## config.mk

```make
export PLATFORM = sky130hd
export DESIGN_NAME = sfp_port
export DESIGN_NICKNAME = d
export VERILOG_FILES = /design/src/sfp_sync.v /design/src/sfp_shift.v /design/src/sfp_port.v
export VERILOG_INCLUDE_DIRS = /design/src
export SDC_FILE = /design/constraint.sdc
export NUM_CORES = 1
export LEC_CHECK = 0
export BUFFER_PORTS_ARGS = -buffer_cell sky130_fd_sc_hd__buf_2
export CORE_MARGIN = 3
export CORE_UTILIZATION = 40
export CTS_CLUSTER_SIZE = 10
export DETAILED_ROUTE_END_ITERATION = 12
export GPL_ROUTABILITY_DRIVEN = 0
export REMOVE_ABC_BUFFERS = 1
export SLEW_MARGIN = 10
export SYNTH_ARGS = -nofsm -noshare
export SYNTH_HDL_FRONTEND = slang
export SYNTH_HIERARCHICAL = 1
export SYNTH_SLANG_ARGS = --single-unit
```

## constraint.sdc

```tcl
create_clock -name i_clk -period 1.7 [get_ports i_clk]
set_input_delay 0.17 -clock i_clk [delete_from_list [all_inputs] [get_ports i_clk]]
set_output_delay 0.17 -clock i_clk [all_outputs]
set_load 0.005 [all_outputs]
```

## src/sfp_regs.vh

```
// Purpose: constants for the serial frame port with ready
// Assumes: 100 MHz system clock, link clock sampled as plain input
// Notes: bit counts are falling serial clock edges within one frame
`ifndef SFP_REGS_VH
`define SFP_REGS_VH

// frame positions (falling serial clock edges)
`define SFP_LAST_OUT_EDGE 5'h0E
`define SFP_END_EDGE 5'h0F
`define SFP_READY_EDGE 5'h10
`define SFP_CNT_W 5

// frame length in bits kept by the shifter
`define SFP_FRAME_BITS 16
`define SFP_FRAME_W 5'h10

// reset values
`define SFP_SHIFT_RST 16'h0000
`define SFP_ERR_RST 8'h00

// error register layout inside the received frame
`define SFP_RD_ERR_BIT 15
`define SFP_ERR_W 8

`endif

```

## src/sfp_sync.v

```verilog
// Purpose: two flip-flop synchroniser for one level from outside the clock domain
// Assumes: single-bit asynchronous input
// Notes: first stage is read only by the second stage
`timescale 1ns/1ns
`default_nettype none

module sfp_sync #(
  parameter RST_VAL = 1'b0
) (
  input wire i_clk,
  input wire i_rstn,
  input wire i_ce,
  input wire i_d,
  output wire o_q
);

  reg meta_q;
  reg sync_q;

  // ----------------------------------------
  // two stage capture
  // ----------------------------------------
  always @(posedge i_clk or negedge i_rstn) begin
    if (!i_rstn) begin
      meta_q <= RST_VAL;
      sync_q <= RST_VAL;
    end else if (i_ce) begin
      meta_q <= i_d;
      sync_q <= meta_q;
    end
  end

  assign o_q = sync_q;

endmodule // sfp_sync

`default_nettype wire

```

## src/sfp_shift.v

```verilog
// Purpose: frame shifter, samples data in and presents data out
// Assumes: sample and output strobes come from edge detection on the synchronised serial clock; the load strobe comes from select
// Notes: data out changes only on the load or the output strobe
`timescale 1ns/1ns
`default_nettype none
`include "sfp_regs.vh"

module sfp_shift (
  input wire i_clk,
  input wire i_rstn,
  input wire i_ce,
  input wire i_load,
  input wire [`SFP_FRAME_BITS-1:0] i_load_data,
  input wire i_sample,
  input wire i_din,
  input wire i_shift_out,
  output wire [`SFP_FRAME_BITS-1:0] o_rx,
  output wire o_dout
);

  reg [`SFP_FRAME_BITS-1:0] rx_q;
  reg [`SFP_FRAME_BITS-1:0] tx_q;
  reg dout_q;

  // ----------------------------------------
  // receive and transmit shifters
  // ----------------------------------------
  always @(posedge i_clk or negedge i_rstn) begin
    if (!i_rstn) begin
      rx_q <= `SFP_SHIFT_RST;
      tx_q <= `SFP_SHIFT_RST;
      dout_q <= 1'b0;
    end else if (i_ce) begin
      if (i_sample) begin
        rx_q <= {rx_q[`SFP_FRAME_BITS-2:0], i_din};
      end
      if (i_load) begin
        tx_q <= i_load_data;
        dout_q <= i_load_data[`SFP_FRAME_BITS-1];
      end else if (i_shift_out) begin
        tx_q <= {tx_q[`SFP_FRAME_BITS-2:0], 1'b0};
        dout_q <= tx_q[`SFP_FRAME_BITS-2];
      end
    end
  end

  assign o_rx = rx_q;
  assign o_dout = dout_q;

endmodule // sfp_shift

`default_nettype wire

```

## src/sfp_port.v

```verilog
// Purpose: serial frame port of an output conditioner, device side
// Assumes: host is the serial master; all pins sampled by i_clk at 100 MHz
// Notes: output enables are active low; chip select effects act within
//   the sampling delay of the system clock rather than truly asynchronously
//   the error flag enable is registered so the open-drain pin cannot glitch
//   a frame counts as complete only after its 16th falling serial edge
`timescale 1ns/1ns
`default_nettype none
`include "sfp_regs.vh"

module sfp_port (
  input wire i_clk,
  input wire i_rstn,
  input wire i_ce,
  input wire i_sclk,
  input wire i_din,
  input wire i_chip_select_a_n,
  input wire i_chip_select_b_n,
  input wire [`SFP_ERR_W-1:0] i_err_event,
  output wire o_dout,
  output wire o_dout_oe_n,
  output wire o_ready_n,
  output wire o_err_flag_out,
  output wire o_err_flag_oe_n,
  output wire [`SFP_FRAME_BITS-1:0] o_frame,
  output wire o_frame_valid
);

  // ----------------------------------------
  // state codes
  // ----------------------------------------
  localparam [2:0] ST_IDLE = 3'h1;
  localparam [2:0] ST_BITS = 3'h2;
  localparam [2:0] ST_DONE = 3'h4;

  wire sclk_s;
  wire csa_s;
  wire csb_s;
  wire din_s;
  wire sel_n;
  wire sclk_fall;
  wire sample;
  wire [`SFP_FRAME_BITS-1:0] rx;
  wire sh_dout;
  reg sclk_prev_q;
  reg sel_prev_q;
  reg [2:0] state_q;
  reg [2:0] state_d;
  reg [`SFP_CNT_W-1:0] cnt_q;
  reg oe_n_q;
  reg ready_n_q;
  reg [`SFP_ERR_W-1:0] err_q;
  reg [`SFP_ERR_W-1:0] err_snap_q;
  reg rd_err_q;
  reg [`SFP_FRAME_BITS-1:0] frame_q;
  reg frame_valid_q;
  reg err_oe_n_q;
  wire sel_start;
  wire frame_end;

  // ----------------------------------------
  // pin synchronisers
  // ----------------------------------------
  // serial clock pin
  sfp_sync #(.RST_VAL(1'b0)) u_sync_sclk (
    .i_clk(i_clk),
    .i_rstn(i_rstn),
    .i_ce(i_ce),
    .i_d(i_sclk),
    .o_q(sclk_s)
  );

  // first select pin, deselected after reset
  sfp_sync #(.RST_VAL(1'b1)) u_sync_csa (
    .i_clk(i_clk),
    .i_rstn(i_rstn),
    .i_ce(i_ce),
    .i_d(i_chip_select_a_n),
    .o_q(csa_s)
  );

  // second select pin, deselected after reset
  sfp_sync #(.RST_VAL(1'b1)) u_sync_csb (
    .i_clk(i_clk),
    .i_rstn(i_rstn),
    .i_ce(i_ce),
    .i_d(i_chip_select_b_n),
    .o_q(csb_s)
  );

  // serial data pin
  sfp_sync #(.RST_VAL(1'b0)) u_sync_din (
    .i_clk(i_clk),
    .i_rstn(i_rstn),
    .i_ce(i_ce),
    .i_d(i_din),
    .o_q(din_s)
  );

  // deselected when either select is high
  assign sel_n = csa_s | csb_s;

  // first cycle in which the selects are seen low
  assign sel_start = (state_q == ST_IDLE) & ~sel_n;
  // first deselected cycle after a complete frame
  assign frame_end = (state_q == ST_DONE) & sel_n & ~sel_prev_q;

  // ----------------------------------------
  // edge detection on the serial clock
  // ----------------------------------------
  always @(posedge i_clk or negedge i_rstn) begin
    if (!i_rstn) begin
      sclk_prev_q <= 1'b0;
      sel_prev_q <= 1'b1;
    end else if (i_ce) begin
      sclk_prev_q <= sclk_s;
      sel_prev_q <= sel_n;
    end
  end

  assign sclk_fall = sclk_prev_q & ~sclk_s;
  assign sample = sclk_fall & ~sel_n & (state_q == ST_BITS);

  // ----------------------------------------
  // frame state machine
  // ----------------------------------------
  always @* begin
    state_d = state_q;
    case (state_q)
      ST_IDLE: begin
        if (!sel_n) begin
          state_d = ST_BITS;
        end
      end
      ST_BITS: begin
        if (sel_n) begin
          state_d = ST_IDLE;
        end else if (sclk_fall && cnt_q == `SFP_READY_EDGE - 5'h01) begin
          state_d = ST_DONE;
        end
      end
      ST_DONE: begin
        if (sel_n) begin
          state_d = ST_IDLE;
        end
      end
      default: begin
        state_d = ST_IDLE;
      end
    endcase
  end

  // ----------------------------------------
  // state register
  // ----------------------------------------
  always @(posedge i_clk or negedge i_rstn) begin
    if (!i_rstn) begin
      state_q <= ST_IDLE;
    end else if (i_ce) begin
      state_q <= state_d;
    end
  end

  // ----------------------------------------
  // falling edge count within the frame
  // ----------------------------------------
  always @(posedge i_clk or negedge i_rstn) begin
    if (!i_rstn) begin
      cnt_q <= 5'h00;
    end else if (i_ce) begin
      if (sel_n || sel_start) begin
        // count restarts with every frame
        cnt_q <= 5'h00;
      end else if (sample) begin
        cnt_q <= cnt_q + 5'h01;
      end
    end
  end

  // ----------------------------------------
  // data out enable
  // ----------------------------------------
  always @(posedge i_clk or negedge i_rstn) begin
    if (!i_rstn) begin
      oe_n_q <= 1'b1;
    end else if (i_ce) begin
      if (sel_n) begin
        oe_n_q <= 1'b1;
      end else if (sel_start) begin
        oe_n_q <= 1'b0;
      end else if (sample && cnt_q == `SFP_LAST_OUT_EDGE - 5'h01) begin
        oe_n_q <= 1'b1;
      end
    end
  end

  // ----------------------------------------
  // ready output
  // ----------------------------------------
  always @(posedge i_clk or negedge i_rstn) begin
    if (!i_rstn) begin
      ready_n_q <= 1'b1;
    end else if (i_ce) begin
      if (sel_n) begin
        ready_n_q <= 1'b1;
      end else if (sample && cnt_q == `SFP_READY_EDGE - 5'h01) begin
        ready_n_q <= 1'b0;
      end
    end
  end

  // ----------------------------------------
  // frame shifter
  // ----------------------------------------
  // output moves on falling edges
  sfp_shift u_shift (
    .i_clk(i_clk),
    .i_rstn(i_rstn),
    .i_ce(i_ce),
    .i_load(sel_start),
    .i_load_data({err_q, 8'h00}),
    .i_sample(sample),
    .i_din(din_s),
    .i_shift_out(sample),
    .o_rx(rx),
    .o_dout(sh_dout)
  );

  // ----------------------------------------
  // received frame and error flag
  // ----------------------------------------
  always @(posedge i_clk or negedge i_rstn) begin
    if (!i_rstn) begin
      frame_q <= `SFP_SHIFT_RST;
      frame_valid_q <= 1'b0;
      err_q <= `SFP_ERR_RST;
      err_snap_q <= `SFP_ERR_RST;
      rd_err_q <= 1'b0;
      err_oe_n_q <= 1'b1;
    end else if (i_ce) begin
      frame_valid_q <= 1'b0;
      if (sel_start) begin
        err_snap_q <= err_q;
      end
      if (frame_end) begin
        frame_q <= rx;
        frame_valid_q <= 1'b1;
        rd_err_q <= rx[`SFP_RD_ERR_BIT];
      end else begin
        rd_err_q <= 1'b0;
      end
      // clear after read, new events win
      if (rd_err_q) begin
        err_q <= (err_q & ~err_snap_q) | i_err_event;
      end else begin
        err_q <= err_q | i_err_event;
      end
      // flag pulls low while any error is pending
      err_oe_n_q <= ~(|err_q);
    end
  end

  // ----------------------------------------
  // pin and status outputs
  // ----------------------------------------
  assign o_dout = sh_dout;
  assign o_dout_oe_n = oe_n_q;
  assign o_ready_n = ready_n_q;
  // open-drain data is always low; only the enable moves
  assign o_err_flag_out = 1'b0;
  assign o_err_flag_oe_n = err_oe_n_q;
  assign o_frame = frame_q;
  assign o_frame_valid = frame_valid_q;

endmodule // sfp_port

`default_nettype wire

```

==> flow_metrics.env <==
export IMPL_outcome="complete, no violations"
export IMPL_min_period_ns=1.675
export IMPL_leakage_nw=2.213
export IMPL_synth_cell_types=49
export IMPL_synth_seq_cells=87
export IMPL_final_seq_area_um2=2188
export IMPL_clk_path_buf_depth=2
export IMPL_critPathKind="reg -> reg"
export IMPL_synth_edf_count=0
export IMPL_hold_class="in -> reg"
export IMPL_firstDrtPassIters=4
export IMPL_tightestPinTransition_ns=0.6223
export IMPL_ant_nets=0
export IMPL_h_tree_depth=3
export IMPL_vias=2573
export IMPL_syn_area_per_cell_um2=13.22
export IMPL_area_growth_pct=22.93
export IMPL_drv_slew=0
export IMPL_synth_cells=296
export IMPL_setup_ws_ns=0.02485
export IMPL_ys_top_cells_by_count="78 x dfrtp_1, 32 x mux2_2, 20 x nor3_2"
export IMPL_grt_pass1_wl_um=12940
export IMPL_die_y_um=104.9
export IMPL_post_dp_cell_area_um2=4383
export IMPL_clock_sinks=87
export IMPL_clkTransAtPathRegs_ns=0.09
export IMPL_ys_flop_type="dfrtp_1"
export IMPL_synthArstFlopShare_pct=100.0
export IMPL_setup_violations_final=0
export IMPL_dp_hpwl_um=5083
export IMPL_multi_input_area_um2=1742
export IMPL_final_fill_count=859
export IMPL_ir_drop_v=0.0006222
export IMPL_ys_top_cells_by_area="dfrtp_1 50%, mux2_2 9.2%, mux2_4 6.1%, dfstp_2 6.0%, nor3_2 5.1%"
export IMPL_hold_viol=0
export IMPL_rows=35
export IMPL_grt_max_degree=38
export IMPL_grt_pass1_vias=2555
export IMPL_cts_root_buf="clkbuf_8"
export IMPL_synth_top_area_cell="dfrtp_1"
export IMPL_die_w_um=104.9
export IMPL_portBuffers=35
export IMPL_grt_util_all_layers_pct=14.79
export IMPL_synth_most_common_cell="dfrtp_1"
export IMPL_wl_met1_um=3497
export IMPL_cp_arrival_ns=1.92
export IMPL_cp_required_ns=1.94
export IMPL_mappedNetlistArea_um2=3913
export IMPL_finalClockSkew_ns=0.01134
export IMPL_relSlewSlack_pct=58.51
export IMPL_drc=0
export IMPL_antenna_found_initial=0
export IMPL_wl_per_cell_um=15.34
export IMPL_final_cell_area_um2=4810
export IMPL_clk_insertion_delay_late_ns=0.36
export IMPL_pre_cts_slack_ns=-0.08309
export IMPL_pin_count=37
export IMPL_drtIter0Drc=115
export IMPL_cp_max_fo=6
export IMPL_total_power_w=0.004626
export IMPL_cp_end_kind="flip-flop"
export IMPL_p_per_area_nw_per_um2=961.8
export IMPL_wl_met3_um=279
export IMPL_grt_ovfl_total=0
export IMPL_drv_cap=0
export IMPL_nets=385
export IMPL_core_um2=9371
export IMPL_synth_seq_area_share_pct=55.93
export IMPL_fin_crit_sh_pct=98.54
export IMPL_initial_core_util_pct=41.75
export IMPL_yosys_warnings=6
export IMPL_numCtsBuffers=9
export IMPL_max_freq_mhz=597.0
export IMPL_n_antenna_cell=0
export IMPL_die_area_um2=11000
export IMPL_drt_total_wl_um=7686
export IMPL_viasPerCell=5.136
export IMPL_drive_above_1_share_pct=47.85
export IMPL_cts_tree="yes"
export IMPL_cp_start_kind="flip-flop"
export IMPL_wl_met2_um=3804
export IMPL_yosysTopAreaCellShare_pct=49.89
export IMPL_maxUsedRoutingLayer="met4"
path summary, 6_finish.rpt:
| check | from | endpoint | slack (ns) | cells past startpoint |
|---|---|---|---|---|
| worst max-delay path | state_q[0]$_DFFE_PN1P_ | u_shift/tx_q[12]$_DFFE_PN0P_ | 0.02 | 6 |
| worst min-delay path | i_sclk | u_sync_sclk/meta_q$_DFFE_PN0P_ | 0.03 | 2 |
| worst max register to register | state_q[0]$_DFFE_PN1P_ | u_shift/tx_q[12]$_DFFE_PN0P_ | 0.02 | 6 |
| worst min register to register | o_err_flag_oe_n$_DFFE_PN1P_ | o_err_flag_oe_n$_DFFE_PN1P_ | 0.47 | 2 |
| max in group asynchronous | i_rstn | o_err_flag_oe_n$_DFFE_PN1P_ | 0.80 | 3 |
| min in group asynchronous | i_rstn | u_shift/tx_q[6]$_DFFE_PN0P_ | 0.32 | 2 |
sequential cells by signal, summed over array words and instances (netlist names), 3 cells and up:
| register | cells |
|---|---|
| o_frame | 16 |
| state_q | 3 |
| err_q | 8 |
| err_snap_q | 8 |
| u_shift/o_rx | 16 |
| u_shift/tx_q | 15 |
| cnt_q | 5 |
kinds of logic after synthesis:
logic type / synth area share [%]
flops: 55.93
simple gates: 14.55
compound gates: 9.402
mux: 15.35
buf+inv: 3.709
fa+ha+maj: 0.9595
other cells: 0.09585
stage by stage:
| stage | TNS [ns] | cells | util (%) | hold WS, ns |
|---|---|---|---|---|
| 6_report | 0 | 501 | 51.32 | 0.03372 |
| 3_3_place_gp | -0.8746 | 477 | 46.77 | 0.1781 |
| 5_1_grt | -0.01517 | 501 | 51.32 | 0.02006 |
| 2_1_floorplan | -18.03 | 288 | - | -0.1256 |
| 3_5_place_dp | -2.030 | 477 | 46.77 | 0.1786 |
| 4_1_cts | 0 | 499 | 49.88 | 0.01462 |
final cells by class:
cell class | count | share of cell area [%]
clock buffers | 11 | 2.732
clock inverters | 5 | 0.8845
flip-flops and latches | 87 | 45.50
multi-input cells | 193 | 36.21
repair buffers | 67 | 10.61
well taps | 129 | 3.356
inverters | 9 | 0.7024
cell usage in the layout (no fill, tap or decap), drive strengths merged, types with 2 or more instances in the layout:
master    n
o22ai    14
and2      2
nand3     4
dfrtp    78
nor2      9
nand2    16
ha        3
a21oi     3
a22o      9
o32ai     4
and3      3
mux2     48
nor4      3
clkinv    4
dfstp     9
o21ai    12
clkbuf   11
conb      9
or2       2
nor3     35
buf      66
o2bb2ai   3
inv       9
worst max-delay path, stage by stage, from the launching register on:
cell      delay [ns]
dfstp_2         0.55
and4bb_2        0.23
and2_4          0.17
buf_6           0.13
or2_4           0.30
a21oi_2         0.12
nor3_1          0.06
metal layers:
layer / track usage [%] / vias to the layer above
met5: 0 / -
met4: 4.499 / 0
met3: 4.447 / 8
met2: 23.65 / 42
met1: 19.38 / 1303
li1: - / 1220
repair_timing:
action,CTS,global route
endpoints found under the hold margin,26,0
endpoints found under the setup margin,58,33
cloned,1,0
gates resized for setup,6,18
buffers inserted,4,2
pin swaps,1,11
hold buffers,1,0
power breakdown:
| group | switching [W] | internal (W) | leakage (nW) |
|---|---|---|---|
| Clock | 0.000743 | 0.000545 | 0.0841 |
| Sequential | 0.000189 | 0.00229 | 1.07 |
| Combinational | 0.000422 | 0.000442 | 1.06 |
No activity file was read; power rests on OpenSTA's default activity.
